<file path="src/core/tai_regs.svh">
// register offsets, field positions, reset values and timing of the alarm block
// assumes a 100 MHz system clock
`ifndef TAI_REGS_SVH
`define TAI_REGS_SVH
`define TAI_RD_LOCAL_TEMP 8'h00
`define TAI_RD_REMOTE_TEMP 8'h01
`define TAI_RD_STATUS 8'h02
`define TAI_RD_CONFIG 8'h03
`define TAI_RD_LOC_HIGH 8'h05
`define TAI_RD_LOC_LOW 8'h06
`define TAI_RD_REM_HIGH 8'h07
`define TAI_RD_REM_LOW 8'h08
`define TAI_WR_CONFIG 8'h09
`define TAI_WR_LOC_HIGH 8'h0B
`define TAI_WR_LOC_LOW 8'h0C
`define TAI_WR_REM_HIGH 8'h0D
`define TAI_WR_REM_LOW 8'h0E
`define TAI_ONE_SHOT 8'h0F
`define TAI_REM_TRIP_LIM 8'h19
`define TAI_LOC_TRIP_LIM 8'h20
`define TAI_TRIP_HYST 8'h21
`define TAI_CFG_MASK 7
`define TAI_CFG_STANDBY 6
`define TAI_CFG_TRIP2 5
`define TAI_ST_LOC_HIGH 6
`define TAI_ST_LOC_LOW 5
`define TAI_ST_REM_HIGH 4
`define TAI_ST_REM_LOW 3
`define TAI_ST_OPEN 2
`define TAI_ST_REM_TRIP 1
`define TAI_ST_LOC_TRIP 0
`define TAI_RST_CONFIG 8'h00
`define TAI_RST_HIGH 8'h55
`define TAI_RST_LOW 8'h00
`define TAI_RST_TRIP_LIM 8'h55
`define TAI_RST_HYST 8'h0A
`define TAI_DEV_ADDR 7'h4C
`define TAI_ARA_ADDR 7'h0C
`define TAI_CLK_PERIOD_NS 10
`define TAI_CONV_PERIOD_NS 62500000
`define TAI_CONV_CYCLES (`TAI_CONV_PERIOD_NS / `TAI_CLK_PERIOD_NS)
`endif

</file>
<file path="src/core/tai_pkg.sv">
// types shared by the alarm block and its bench
// no dependencies
package tai_pkg;
  typedef enum logic [2:0] {
    TAI_IDLE, TAI_ADDR, TAI_ADDR_ACK, TAI_WBYTE, TAI_WACK, TAI_RBYTE, TAI_RACK
  } tai_smb_state_t;

  typedef struct packed {
    logic [7:0] local_temp;
    logic [7:0] remote_temp;
  } tai_result_t;
endpackage

</file>
<file path="src/core/tai_temp_alarm.sv">
// temperature alarm, thermal trip and serial register slave of the monitor
// assumes converter results arrive on clk_sys_in; bus pins are asynchronous
// Function
// - alarm pin pulled low on out-of-limit reading or open remote diode
// - alarm when temperature above high limit or at/below low limit
// - in alarm mode, asserting device acks alert response read, returns address with lsb 1
// - after alert response, alarm released only if cause has gone
// - alarm release needs below-high, address read and status cleared
// - lowest address wins alert response by arbitration; losers stay asserted
// - config bit 6 enters standby, aborts conversion without storing result
// - serial bus keeps working in standby
// - one-shot write converts both channels once, data ignored
// - limits writable in standby; new limits can raise the alarm
// - open detector sampled at conversion start, sets status bit 2
// - in alarm mode, open flag pulls alarm pin low
// - alarm pin maskable, thermal trip never masked
// - thermal trip low when local or remote above its trip limit
// - trip releases at limit minus hysteresis, shared by both channels
// - both trip limits reset to 85 degrees
// - hysteresis resets to 10 degrees and stays writable
// - hysteresis is plain binary, one degree per lsb
// - secondary trip mode: pin low above high limits, unmaskable
// - secondary trip releases at high limit minus hysteresis
`timescale 1ns/1ps
`include "tai_regs.svh"

module tai_temp_alarm #(
  parameter int unsigned CONV_CYCLES = `TAI_CONV_CYCLES,
  parameter logic [6:0] DEV_ADDR = `TAI_DEV_ADDR
) (
  input wire logic clk_sys_in,
  input wire logic reset_n_in,
  input wire logic smb_scl_in,
  input wire logic smb_sda_in,
  output logic smb_sda_out,
  output logic smb_sda_oe_out,
  output logic alarm_n_out,
  output logic alarm_oe_out,
  output logic thermal_trip_n_out,
  output logic thermal_trip_oe_out,
  input wire logic diode_open_in,
  output logic conv_start_out,
  output logic conv_abort_out,
  input wire logic conv_done_in,
  input wire tai_pkg::tai_result_t conv_result_in
);
  localparam int CW = $clog2(CONV_CYCLES + 1);

  //////////////////////////////////////////////////////////////////////////////
  // input synchronisers and bus edge detection
  logic scl_m_q, scl_s_q, scl_p_q, sda_m_q, sda_s_q, sda_p_q, open_m_q, open_s_q;
  always_ff @(posedge clk_sys_in or negedge reset_n_in) begin
    if (!reset_n_in) begin
      {scl_m_q, scl_s_q, scl_p_q} <= 3'h7;
      {sda_m_q, sda_s_q, sda_p_q} <= 3'h7;
      {open_m_q, open_s_q} <= 2'h0;
    end else begin
      {scl_m_q, scl_s_q, scl_p_q} <= {smb_scl_in, scl_m_q, scl_s_q};
      {sda_m_q, sda_s_q, sda_p_q} <= {smb_sda_in, sda_m_q, sda_s_q};
      {open_m_q, open_s_q} <= {diode_open_in, open_m_q};
    end
  end
  logic scl_rise, scl_fall, bus_start, bus_stop;
  assign scl_rise = scl_s_q & ~scl_p_q;
  assign scl_fall = ~scl_s_q & scl_p_q;
  assign bus_start = scl_s_q & scl_p_q & sda_p_q & ~sda_s_q;
  assign bus_stop = scl_s_q & scl_p_q & ~sda_p_q & sda_s_q;

  //////////////////////////////////////////////////////////////////////////////
  // registers
  logic [7:0] config_q, loc_high_q, loc_low_q, rem_high_q, rem_low_q;
  logic [7:0] loc_trip_lim_q, rem_trip_lim_q, hyst_q, status_q, ptr_q;
  tai_pkg::tai_result_t value_q;
  logic valid_q, wr_en, rd_status, ara_served;
  logic [7:0] wr_data, rd_data;
  logic standby, trip2_mode, masked;
  assign standby = config_q[`TAI_CFG_STANDBY];
  assign trip2_mode = config_q[`TAI_CFG_TRIP2];
  assign masked = config_q[`TAI_CFG_MASK];

  always_ff @(posedge clk_sys_in or negedge reset_n_in) begin
    if (!reset_n_in) begin
      config_q <= `TAI_RST_CONFIG;
      loc_high_q <= `TAI_RST_HIGH;
      rem_high_q <= `TAI_RST_HIGH;
      loc_low_q <= `TAI_RST_LOW;
      rem_low_q <= `TAI_RST_LOW;
      loc_trip_lim_q <= `TAI_RST_TRIP_LIM;
      rem_trip_lim_q <= `TAI_RST_TRIP_LIM;
      hyst_q <= `TAI_RST_HYST;
    end else if (wr_en) begin
      // limits stay writable in standby
      if (ptr_q == `TAI_WR_CONFIG) begin
        config_q <= wr_data;
      end else if (ptr_q == `TAI_WR_LOC_HIGH) begin
        loc_high_q <= wr_data;
      end else if (ptr_q == `TAI_WR_LOC_LOW) begin
        loc_low_q <= wr_data;
      end else if (ptr_q == `TAI_WR_REM_HIGH) begin
        rem_high_q <= wr_data;
      end else if (ptr_q == `TAI_WR_REM_LOW) begin
        rem_low_q <= wr_data;
      end else if (ptr_q == `TAI_REM_TRIP_LIM) begin
        rem_trip_lim_q <= wr_data;
      end else if (ptr_q == `TAI_LOC_TRIP_LIM) begin
        loc_trip_lim_q <= wr_data;
      end else if (ptr_q == `TAI_TRIP_HYST) begin
        hyst_q <= wr_data;
      end
    end
  end

  always_comb begin
    if (ptr_q == `TAI_RD_LOCAL_TEMP) begin
      rd_data = value_q.local_temp;
    end else if (ptr_q == `TAI_RD_REMOTE_TEMP) begin
      rd_data = value_q.remote_temp;
    end else if (ptr_q == `TAI_RD_STATUS) begin
      rd_data = status_q;
    end else if (ptr_q == `TAI_RD_CONFIG || ptr_q == `TAI_WR_CONFIG) begin
      rd_data = config_q;
    end else if (ptr_q == `TAI_RD_LOC_HIGH) begin
      rd_data = loc_high_q;
    end else if (ptr_q == `TAI_RD_LOC_LOW) begin
      rd_data = loc_low_q;
    end else if (ptr_q == `TAI_RD_REM_HIGH) begin
      rd_data = rem_high_q;
    end else if (ptr_q == `TAI_RD_REM_LOW) begin
      rd_data = rem_low_q;
    end else if (ptr_q == `TAI_REM_TRIP_LIM) begin
      rd_data = rem_trip_lim_q;
    end else if (ptr_q == `TAI_LOC_TRIP_LIM) begin
      rd_data = loc_trip_lim_q;
    end else if (ptr_q == `TAI_TRIP_HYST) begin
      rd_data = hyst_q;
    end else begin
      rd_data = 8'h00;
    end
  end

  //////////////////////////////////////////////////////////////////////////////
  // conversion scheduling
  logic [CW-1:0] timer_q;
  logic busy_q, oneshot_pend_q, oneshot_run_q, tick, start, abort;
  assign tick = (timer_q == CW'(CONV_CYCLES - 1));
  assign start = ~busy_q & ((tick & ~standby) | oneshot_pend_q);
  assign abort = busy_q & standby & ~oneshot_run_q;
  assign conv_start_out = start;
  assign conv_abort_out = abort;

  always_ff @(posedge clk_sys_in or negedge reset_n_in) begin
    if (!reset_n_in) begin
      timer_q <= '0;
      busy_q <= 1'b0;
      oneshot_pend_q <= 1'b0;
      oneshot_run_q <= 1'b0;
    end else begin
      timer_q <= tick ? '0 : timer_q + CW'(1);
      if (start) begin
        busy_q <= 1'b1;
        oneshot_run_q <= oneshot_pend_q;
      end else if (abort || conv_done_in) begin
        busy_q <= 1'b0;
        oneshot_run_q <= 1'b0;
      end
      if (wr_en && ptr_q == `TAI_ONE_SHOT) begin
        oneshot_pend_q <= 1'b1;
      end else if (start) begin
        oneshot_pend_q <= 1'b0;
      end
    end
  end

  always_ff @(posedge clk_sys_in or negedge reset_n_in) begin
    if (!reset_n_in) begin
      value_q <= '0;
      valid_q <= 1'b0;
    end else if (conv_done_in && busy_q && !abort) begin
      value_q <= conv_result_in;
      valid_q <= 1'b1;
    end
  end

  //////////////////////////////////////////////////////////////////////////////
  // limit checks, trip comparators with hysteresis
  function automatic logic trip_next(input logic cur, input logic [7:0] t,
                                     input logic [7:0] lim, input logic [7:0] hy);
    logic [8:0] sum;
    sum = {1'b0, t} + {1'b0, hy};
    trip_next = (t > lim) || (cur && (sum > {1'b0, lim}));
  endfunction

  logic loc_trip_q, rem_trip_q, loc_t2_q, rem_t2_q;
  always_ff @(posedge clk_sys_in or negedge reset_n_in) begin
    if (!reset_n_in) begin
      {loc_trip_q, rem_trip_q, loc_t2_q, rem_t2_q} <= 4'h0;
    end else if (valid_q) begin
      loc_trip_q <= trip_next(loc_trip_q, value_q.local_temp, loc_trip_lim_q, hyst_q);
      rem_trip_q <= trip_next(rem_trip_q, value_q.remote_temp, rem_trip_lim_q, hyst_q);
      loc_t2_q <= trip_next(loc_t2_q, value_q.local_temp, loc_high_q, hyst_q);
      rem_t2_q <= trip_next(rem_t2_q, value_q.remote_temp, rem_high_q, hyst_q);
    end
  end

  logic [7:0] status_set;
  always_comb begin
    status_set = 8'h00;
    status_set[`TAI_ST_LOC_HIGH] = valid_q && (value_q.local_temp > loc_high_q);
    status_set[`TAI_ST_LOC_LOW] = valid_q && (value_q.local_temp <= loc_low_q);
    status_set[`TAI_ST_REM_HIGH] = valid_q && (value_q.remote_temp > rem_high_q);
    status_set[`TAI_ST_REM_LOW] = valid_q && (value_q.remote_temp <= rem_low_q);
    status_set[`TAI_ST_OPEN] = start && open_s_q;
    status_set[`TAI_ST_REM_TRIP] = rem_trip_q;
    status_set[`TAI_ST_LOC_TRIP] = loc_trip_q;
  end

  // read clears, a live condition sets it again in the same cycle
  always_ff @(posedge clk_sys_in or negedge reset_n_in) begin
    if (!reset_n_in) begin
      status_q <= 8'h00;
    end else begin
      status_q <= (rd_status ? 8'h00 : status_q) | status_set;
    end
  end

  //////////////////////////////////////////////////////////////////////////////
  // alarm pin
  logic alert_q, served_q, alert_src;
  assign alert_src = |status_q[`TAI_ST_LOC_HIGH:`TAI_ST_OPEN];
  always_ff @(posedge clk_sys_in or negedge reset_n_in) begin
    if (!reset_n_in) begin
      alert_q <= 1'b0;
      served_q <= 1'b0;
    end else begin
      if (alert_src && !masked) begin
        alert_q <= 1'b1;
      end else if (served_q && !(|status_set[`TAI_ST_LOC_HIGH:`TAI_ST_OPEN])) begin
        alert_q <= 1'b0;
      end
      if (ara_served) begin
        served_q <= 1'b1;
      end else if (!alert_q) begin
        served_q <= 1'b0;
      end
    end
  end

  logic pin_low_q, trip_low_q;
  always_ff @(posedge clk_sys_in or negedge reset_n_in) begin
    if (!reset_n_in) begin
      pin_low_q <= 1'b0;
      trip_low_q <= 1'b0;
    end else begin
      pin_low_q <= trip2_mode ? (loc_t2_q | rem_t2_q) : alert_q;
      trip_low_q <= loc_trip_q | rem_trip_q;
    end
  end
  assign alarm_n_out = 1'b0;
  assign alarm_oe_out = pin_low_q;
  assign thermal_trip_n_out = 1'b0;
  assign thermal_trip_oe_out = trip_low_q;

  //////////////////////////////////////////////////////////////////////////////
  // serial bus slave, runs in standby too
  tai_pkg::tai_smb_state_t st_q;
  logic [2:0] bit_q;
  logic [1:0] byte_idx_q;
  logic [7:0] shift_q, tx_q;
  logic done_q, read_q, ara_q, drive_q;
  logic [7:0] rx_byte;
  assign rx_byte = shift_q;
  assign wr_en = (st_q == tai_pkg::TAI_WBYTE) && scl_fall && done_q && (byte_idx_q == 2'd1);
  assign wr_data = rx_byte;
  assign rd_status = (st_q == tai_pkg::TAI_ADDR_ACK) && scl_fall && read_q && !ara_q &&
                     (ptr_q == `TAI_RD_STATUS);
  assign ara_served = (st_q == tai_pkg::TAI_RACK) && scl_rise && ara_q;
  assign smb_sda_out = 1'b0;
  assign smb_sda_oe_out = drive_q;

  always_ff @(posedge clk_sys_in or negedge reset_n_in) begin
    if (!reset_n_in) begin
      st_q <= tai_pkg::TAI_IDLE;
      bit_q <= 3'h0;
      byte_idx_q <= 2'h0;
      shift_q <= 8'h00;
      tx_q <= 8'h00;
      done_q <= 1'b0;
      read_q <= 1'b0;
      ara_q <= 1'b0;
      drive_q <= 1'b0;
      ptr_q <= 8'h00;
    end else if (bus_start) begin
      st_q <= tai_pkg::TAI_ADDR;
      bit_q <= 3'h0;
      byte_idx_q <= 2'h0;
      done_q <= 1'b0;
      drive_q <= 1'b0;
    end else if (bus_stop) begin
      st_q <= tai_pkg::TAI_IDLE;
      drive_q <= 1'b0;
    end else begin
      if (scl_rise) begin
        shift_q <= {shift_q[6:0], sda_s_q};
        bit_q <= bit_q + 3'h1;
        done_q <= (bit_q == 3'h7);
      end
      case (st_q)
        tai_pkg::TAI_ADDR: begin
          if (scl_fall && done_q) begin
            done_q <= 1'b0;
            read_q <= shift_q[0];
            if (shift_q[7:1] == DEV_ADDR) begin
              ara_q <= 1'b0;
              drive_q <= 1'b1;
              st_q <= tai_pkg::TAI_ADDR_ACK;
            end else if (shift_q == {`TAI_ARA_ADDR, 1'b1} && alert_q && !trip2_mode) begin
              ara_q <= 1'b1;
              drive_q <= 1'b1;
              st_q <= tai_pkg::TAI_ADDR_ACK;
            end else begin
              st_q <= tai_pkg::TAI_IDLE;
            end
          end
        end
        tai_pkg::TAI_ADDR_ACK, tai_pkg::TAI_RACK: begin
          if (scl_fall) begin
            // ack clock is not a data bit, next byte counts from zero
            bit_q <= 3'h0;
            if (st_q == tai_pkg::TAI_ADDR_ACK && !read_q) begin
              drive_q <= 1'b0;
              st_q <= tai_pkg::TAI_WBYTE;
            end else if (st_q == tai_pkg::TAI_RACK && sda_p_q) begin
              drive_q <= 1'b0;
              st_q <= tai_pkg::TAI_IDLE;
            end else begin
              tx_q <= ara_q ? {DEV_ADDR, 1'b1} : rd_data;
              drive_q <= ara_q ? ~DEV_ADDR[6] : ~rd_data[7];
              st_q <= tai_pkg::TAI_RBYTE;
            end
          end
        end
        tai_pkg::TAI_RBYTE: begin
          if (scl_rise && !drive_q && !sda_s_q) begin
            st_q <= tai_pkg::TAI_IDLE;
          end else if (scl_fall && done_q) begin
            done_q <= 1'b0;
            drive_q <= 1'b0;
            st_q <= tai_pkg::TAI_RACK;
          end else if (scl_fall) begin
            tx_q <= {tx_q[6:0], 1'b0};
            drive_q <= ~tx_q[6];
          end
        end
        tai_pkg::TAI_WBYTE: begin
          if (scl_fall && done_q) begin
            done_q <= 1'b0;
            drive_q <= 1'b1;
            st_q <= tai_pkg::TAI_WACK;
            if (byte_idx_q == 2'd0) begin
              ptr_q <= rx_byte;
            end
            if (byte_idx_q != 2'd2) begin
              byte_idx_q <= byte_idx_q + 2'd1;
            end
          end
        end
        tai_pkg::TAI_WACK: begin
          if (scl_fall) begin
            bit_q <= 3'h0;
            drive_q <= 1'b0;
            st_q <= tai_pkg::TAI_WBYTE;
          end
        end
        default: begin
          drive_q <= 1'b0;
        end
      endcase
    end
  end
endmodule

</file>
<file path="config.mk">
export PLATFORM = sky130hd
export DESIGN_NAME = tai_temp_alarm
export DESIGN_NICKNAME = d
export VERILOG_FILES = /design/src/core/tai_pkg.sv /design/src/core/tai_temp_alarm.sv
export VERILOG_INCLUDE_DIRS = /design/src /design/src/core
export SDC_FILE = /design/constraint.sdc
export NUM_CORES = 1
export LEC_CHECK = 0
export BUFFER_PORTS_ARGS = -buffer_cell sky130_fd_sc_hd__buf_2
export CELL_PAD_IN_SITES_DETAIL_PLACEMENT = 1
export CELL_PAD_IN_SITES_GLOBAL_PLACEMENT = 2
export CORE_AREA = 2 2 171 173
export DETAILED_ROUTE_END_ITERATION = 12
export DIE_AREA = 0 0 173 175
export PLACE_DENSITY_LB_ADDON = 0.08
export SLEW_MARGIN = 25
export SYNTH_ARGS = -nofsm -noshare
export SYNTH_HDL_FRONTEND = slang
export SYNTH_SLANG_ARGS = --single-unit
</file>
<file path="constraint.sdc">
create_clock -name clk_sys_in -period 2.8 [get_ports clk_sys_in]
set_input_delay 0.56 -clock clk_sys_in [delete_from_list [all_inputs] [get_ports clk_sys_in]]
set_output_delay 0.56 -clock clk_sys_in [all_outputs]
set_load 0.03 [all_outputs]
</file>
## Word-level counts from Yosys, hierarchy flattened

Index checks and enable logic that the tools add are counted.
W data, S select, Z words.

| word-level totals | value |
|---|---|
| flip-flop bits (word level) | 166 |
| output and inout bits | 8 |
| logic and storage cells | 286 |

| operators by class | value |
|---|---|
| add/sub/neg operators | 5 |
| magnitude comparators | 10 |
| equality and inequality tests | 44 |
| multiplexer cells | 76 |
| bitwise operators | 33 |
| reductions and logical operators | 76 |

Operators by type and width:

| kind | number |
|---|---|
| $mux W8 | 12 |
| $eq A8 B4 Y1 const B | 7 |
| $mux W7 | 7 |
| $mux W3 | 15 |
| $gt A9 B8 Y1 | 4 |
| $gt A8 B8 Y1 | 4 |
| $logic_and A1 B1 Y1 | 30 |
| $mux W1 | 30 |
| $eq A8 B3 Y1 const B | 3 |
| $add A23 B1 Y23 const B | 1 |
| $eq A23 B23 Y1 const B | 1 |
| $mux W23 | 1 |
| $add A8 B8 Y9 | 2 |
| $ne A2 B2 Y1 const B | 9 |
| $not A1 Y1 | 18 |
| $reduce_and A9 Y1 | 2 |
| $eq A8 B2 Y1 const B | 2 |
| $eq A8 B5 Y1 const B | 2 |
| $eq A8 B6 Y1 const B | 2 |
| $le A8 B8 Y1 | 2 |
| $ne A4 B4 Y1 const B | 4 |
| $reduce_bool A2 Y1 | 8 |
| $ne A5 B5 Y1 const B | 3 |
| $pmux W3 S5 | 1 |
| 31 further kinds | 74 |

## Depth between registers and ports, before layout

| depth | value |
|---|---|
| depth after elaboration | 20 |
| depth in mapped cells | 14 |

## Worst setup path after synthesis

No wires, ideal clock.

| path | value |
|---|---|
| kind | register to register |
| start | register hyst_q[1] |
| end | register rem_trip_q |
| data arrival time | 2.755 ns |
| data required time | 2.667 ns |
| setup slack | -0.089 ns |
| cell stages (with the launch flop) | 12 |
| buffers on the path | 0 |
| period minus slack after synthesis | 2.889 ns |
| path through | dfstp_2 > ha_1 > a21o_1 > a21oi_1 > nor2b_1 > o21a_1 > o41ai_1 > xnor2_1 > ha_1 > a2111oi_0 > a211o_1 > o211ai_1 |

| on the way | value |
|---|---|
| word-level cells in the longest chain between the ends | 4 |

RTL lines:

| item | RTL line | text |
|---|---|---|
| from (decl) | tai_temp_alarm.sv:72 | `logic [7:0] loc_trip_lim_q, rem_trip_lim_q, hyst_q, status_q, ptr_q;` |
| from (signal assigned) | tai_temp_alarm.sv:90 | `` hyst_q <= `TAI_RST_HYST; `` |
| from (signal assigned) | tai_temp_alarm.sv:108 | `hyst_q <= wr_data;` |
| $add A8 B8 Y9 | tai_temp_alarm.sv:189 | `sum = {1'b0, t} + {1'b0, hy};` |
| $gt A9 B8 Y1 | tai_temp_alarm.sv:190 | `trip_next = (t > lim) \|\| (cur && (sum > {1'b0, lim}));` |
| $logic_and A1 B1 Y1 | tai_temp_alarm.sv:190 |  |
| $logic_or A1 B1 Y1 | tai_temp_alarm.sv:190 |  |
| to (signal assigned) | tai_temp_alarm.sv:199 | `rem_trip_q <= trip_next(rem_trip_q, value_q.remote_temp, rem_trip_lim_q, hyst_q);` |
| to (decl) | tai_temp_alarm.sv:193 | `logic loc_trip_q, rem_trip_q, loc_t2_q, rem_t2_q;` |

Every way passes these cells.
A chain may end at the register's enable or synchronous reset.

## Worst setup path in the final report

| path | value |
|---|---|
| start | register hyst_q[1] |
| end | register rem_t2_q |

| on the way | value |
|---|---|
| word-level cells in the longest chain between the ends | 4 |

RTL lines:

| item | RTL line | text |
|---|---|---|
| $add A8 B8 Y9 | tai_temp_alarm.sv:189 |  |
| $gt A9 B8 Y1 | tai_temp_alarm.sv:190 |  |
| $logic_and A1 B1 Y1 | tai_temp_alarm.sv:190 |  |
| $logic_or A1 B1 Y1 | tai_temp_alarm.sv:190 |  |
| to (signal assigned) | tai_temp_alarm.sv:201 | `rem_t2_q <= trip_next(rem_t2_q, value_q.remote_temp, rem_high_q, hyst_q);` |
| to (decl) | tai_temp_alarm.sv:193 |  |

Every way passes these cells.

==> results.cfg <==
[finish]
final_cell_count_no_fill = 1570
final_net_count = 1299
layout_common_cells = 140 x dfrtp_1, 109 x nand2_1, 100 x ha_1, 92 x o21ai_0, 84 x buf_4
area_growth_pct = 17.9
n_fill_cell = 3279
layout_commonest_cell = dfrtp_1
diodes = 0
layout-drive-gt1-share_pct = 22.4

[synthesis]
yosys.area.top_type = dfrtp_1
synth-xor-area-share_pct = 2.70
ys.warnings.count = 0
netlist_instances = 1087
synth_top_family_by_area = compound AO/OA/AOI/OAI gates
syn_area_um2 = 10400
synth_compound_area_share_pct = 16.4
synth-edff-count = 0
yosys.area_share.simple_pct = 16.2
synth_area_leaders = dfrtp_1 34%, ha_1 12%, mux2_2 7.2%, dfstp_2 6.1%, o21ai_0 4.5%
async_flop_share_pct = 100
synth_top_area_share_pct = 34.0
yosys_register_bits = 165
yosys.cell_types.count = 72
avgSynthCellArea_um2 = 9.54
yosysSeqAreaShare_pct = 40.1
yosys.area_share.adder_pct = 13.0
ys.flop_type = dfrtp_1
muxShareOfSynthArea_pct = 7.36

[critical_path]
critPathMaxStageDelay_ns = 0.57
criticalPathCategory = reg -> reg
crit_family = compound AO/OA/AOI/OAI gates
path_cells = ha_1, a21o_1, a21oi_2, nor2b_1, o21a_1, o41ai_2, xnor2_1, ha_1, a2111oi_4, a21o_1, nand3b_1
r2r_end = rem_t2_q$_DFFE_PN0P_
r2r_start = hyst_q[1]$_DFFE_PN1P_
arrival_ns = 3.26
reg2reg_depth = 11
path_buf_inv = 0
crit_path_start = hyst_q[1]$_DFFE_PN1P_
critPathLaunchType = register
crit_required_ns = 3.13
path_depth = 11
critPathSlowestCell = dfstp_2
crit_end = rem_t2_q$_DFFE_PN0P_
cp_max_fo = 4
ff2ff_setup_slack_ns = -0.13
critPathCaptureType = register

[clock_tree]
htree_num_levels = 4
cts.sinks = 165
cts.path.max_buffers = 2
cts_made_buffers = 17
clkLatencyLatePin_ns = 0.45
path_clk_slew_ns = 0.08
cts-root-buf = clkbuf_16
holdBufCountCts = 0
cts_tree = yes

[place]
dp_cells = 1532
pre_cts_ws_ns = -0.212
place_hpwl_mm = 26.9
io_buffers = 26
gp_congestion = 0.900

[job]
max_cap_violations = 0

[status]
status = finished, violations left
violations = negative setup slack

[hold_path]
min_path_type = in -> async

[grt]
grt_pass1_wl_mm = 55.3
grt_max_degree = 58
grtUsageTotal_pct = 24.4
antenna_found_initial = 0
grt_pass1_vias = 8936
overflow = 0

[pwr]
p_sw_share_pct = 26.9
combinationalPowerShare_pct = 7.0
finalPower_mw = 5.30
pwr-share-clk_pct = 46.5
p_sw_mw = 1.42
internal_power_mw = 3.87
powerDensity_nw_per_um2 = 433
ir_worst_vdd_v = 0.000373
power_leakage_nw = 5.70
pwr-share-seq_pct = 46.5

[floorplanning]
initial_core_util_pct = 36.5
die_w_um = 173
rows = 62
ios = 30
die_h_um = 175
core_um2 = 28400
die_area_um2 = 30300

[routing]
wl_per_cell_um = 22.6
vias = 8502
drtIter0Drc = 610
drc = 0
wirelength_mm = 35.5
vias_per_cell = 5.42
antenna_left = 0
firstDrtPassIters = 5

[timing]
final_hold_viol_count = 0
finalMaxSlewViolations = 0
setup_ws_ns = -0.130
rsz0062_at_grt = yes
setup_tns_ns = -0.394
skew_ns = 0.0111
finalCriticalPeriod_ns = 2.93
slew_headroom_pct = 35.8
tightest_slew_ns = 0.963
clock.fmax_mhz = 341
min_period_over_period_pct = 105
setup_viol = 4
-- what timing repair did --
action,CTS,global route
endpoints found under the hold margin,0,0
resized for setup,17,10
buffers inserted,2,4
pin swaps,11,7
setup endpoints to repair,5,5
-- through the flow --
step	cell area, um2	util [%]	hold WS [ns]
floorplan	10400	-	0.264
global placement	11500	40.4	0.336
detailed placement	11500	40.4	0.348
CTS	12100	42.8	0.103
global route	12200	43.1	0.0996
finish	12200	43.1	0.0748
-- registers in the layout (all words and copies together), names as in the netlist, 2 cells and up --
name	count
timer_q	23
value_q	16
config_q	8
hyst_q	8
loc_high_q	8
loc_low_q	8
loc_trip_lim_q	8
ptr_q	8
rem_high_q	8
rem_low_q	8
rem_trip_lim_q	8
rx_byte	8
status_q	7
tx_q	7
bit_q	3
st_q	3
byte_idx_q	2
-- cell type report --
class                   instances  area, um2  area share [%]
clock buffers                  17        425            3.48
clock inverters                15        168            1.37
inverters                      62        233            1.90
multi-input cells             814       5930            48.5
flip-flops and latches        165       4160            34.0
well taps                     384        480            3.93
repair buffers                113        833            6.81
-- power by group through the flow --
stage               combinational (mW)  clock, mW  sequential (mW)
CTS                              0.379       2.53             2.46
floorplan                        0.139          0             2.51
global placement                 0.380          0             2.51
finish                           0.372       2.46             2.46
detailed placement               0.378          0             2.51
global route                     0.405       2.64             2.47
-- cell usage after synthesis, types with 4 or more instances --
cell / n
dfrtp_1: 141
nand2_1: 109
ha_1: 102
o21ai_0: 93
nor2_1: 69
mux2_2: 66
inv_1: 60
a21oi_1: 50
clkbuf_1: 37
nor2b_1: 26
dfstp_2: 24
nand3_1: 24
nand4_1: 24
o21a_1: 22
xnor2_1: 21
nor3_1: 19
a21o_1: 18
nand2b_1: 16
a221oi_1: 11
xor2_1: 11
and3_1: 10
o211ai_1: 8
o2bb2ai_1: 7
buf_2: 6
nor4_1: 6
o22ai_1: 6
a31oi_1: 5
and4_1: 5
nand3b_1: 5
o21bai_1: 5
or3_1: 5
a2111oi_0: 4
a221o_1: 4
or2_2: 4
-- routing by layer --
| metal | routed length (um) | share of wire, % | GRT usage, % |
|---|---|---|---|
| met3 | 1120 | 3.1 | 4.22 |
| met5 | 0 | 0 | 0 |
| met4 | 610 | 1.7 | 6.64 |
| met2 | 15700 | 44 | 37.3 |
| met1 | 18000 | 51 | 35.7 |
-- cell families (layout without fill, tap and decap cells) --
family / Yosys count / after routing
DFF: 165 / 165
other: 1 / 3
xor gates and xnor gates: 32 / 32
adders and majority gates: 107 / 107
and+or+nand+nor: 337 / 337
muxes: 68 / 68
AOI/OAI and AO/OA: 267 / 267
buffers and inverters: 110 / 207
-- how the worst min path moves through the flow --
| stage | end | slack [ns] | depth (start not counted) |
|---|---|---|---|
| 6_report | loc_t2_q$_DFFE_PN0P_ | 0.07 | 1 |
| 5_1_grt | loc_t2_q$_DFFE_PN0P_ | 0.1 | 1 |
| 4_1_cts | loc_t2_q$_DFFE_PN0P_ | 0.10 | 1 |
| 3_5_place_dp | scl_s_q$_DFF_PN1_ | 0.35 | 0 |
| 3_3_place_gp | open_s_q$_DFF_PN0_ | 0.34 | 0 |
| 2_1_floorplan | alarm_oe_out$_DFF_PN0_ | 0.26 | 0 |
(Power assumes the default switching activity.)
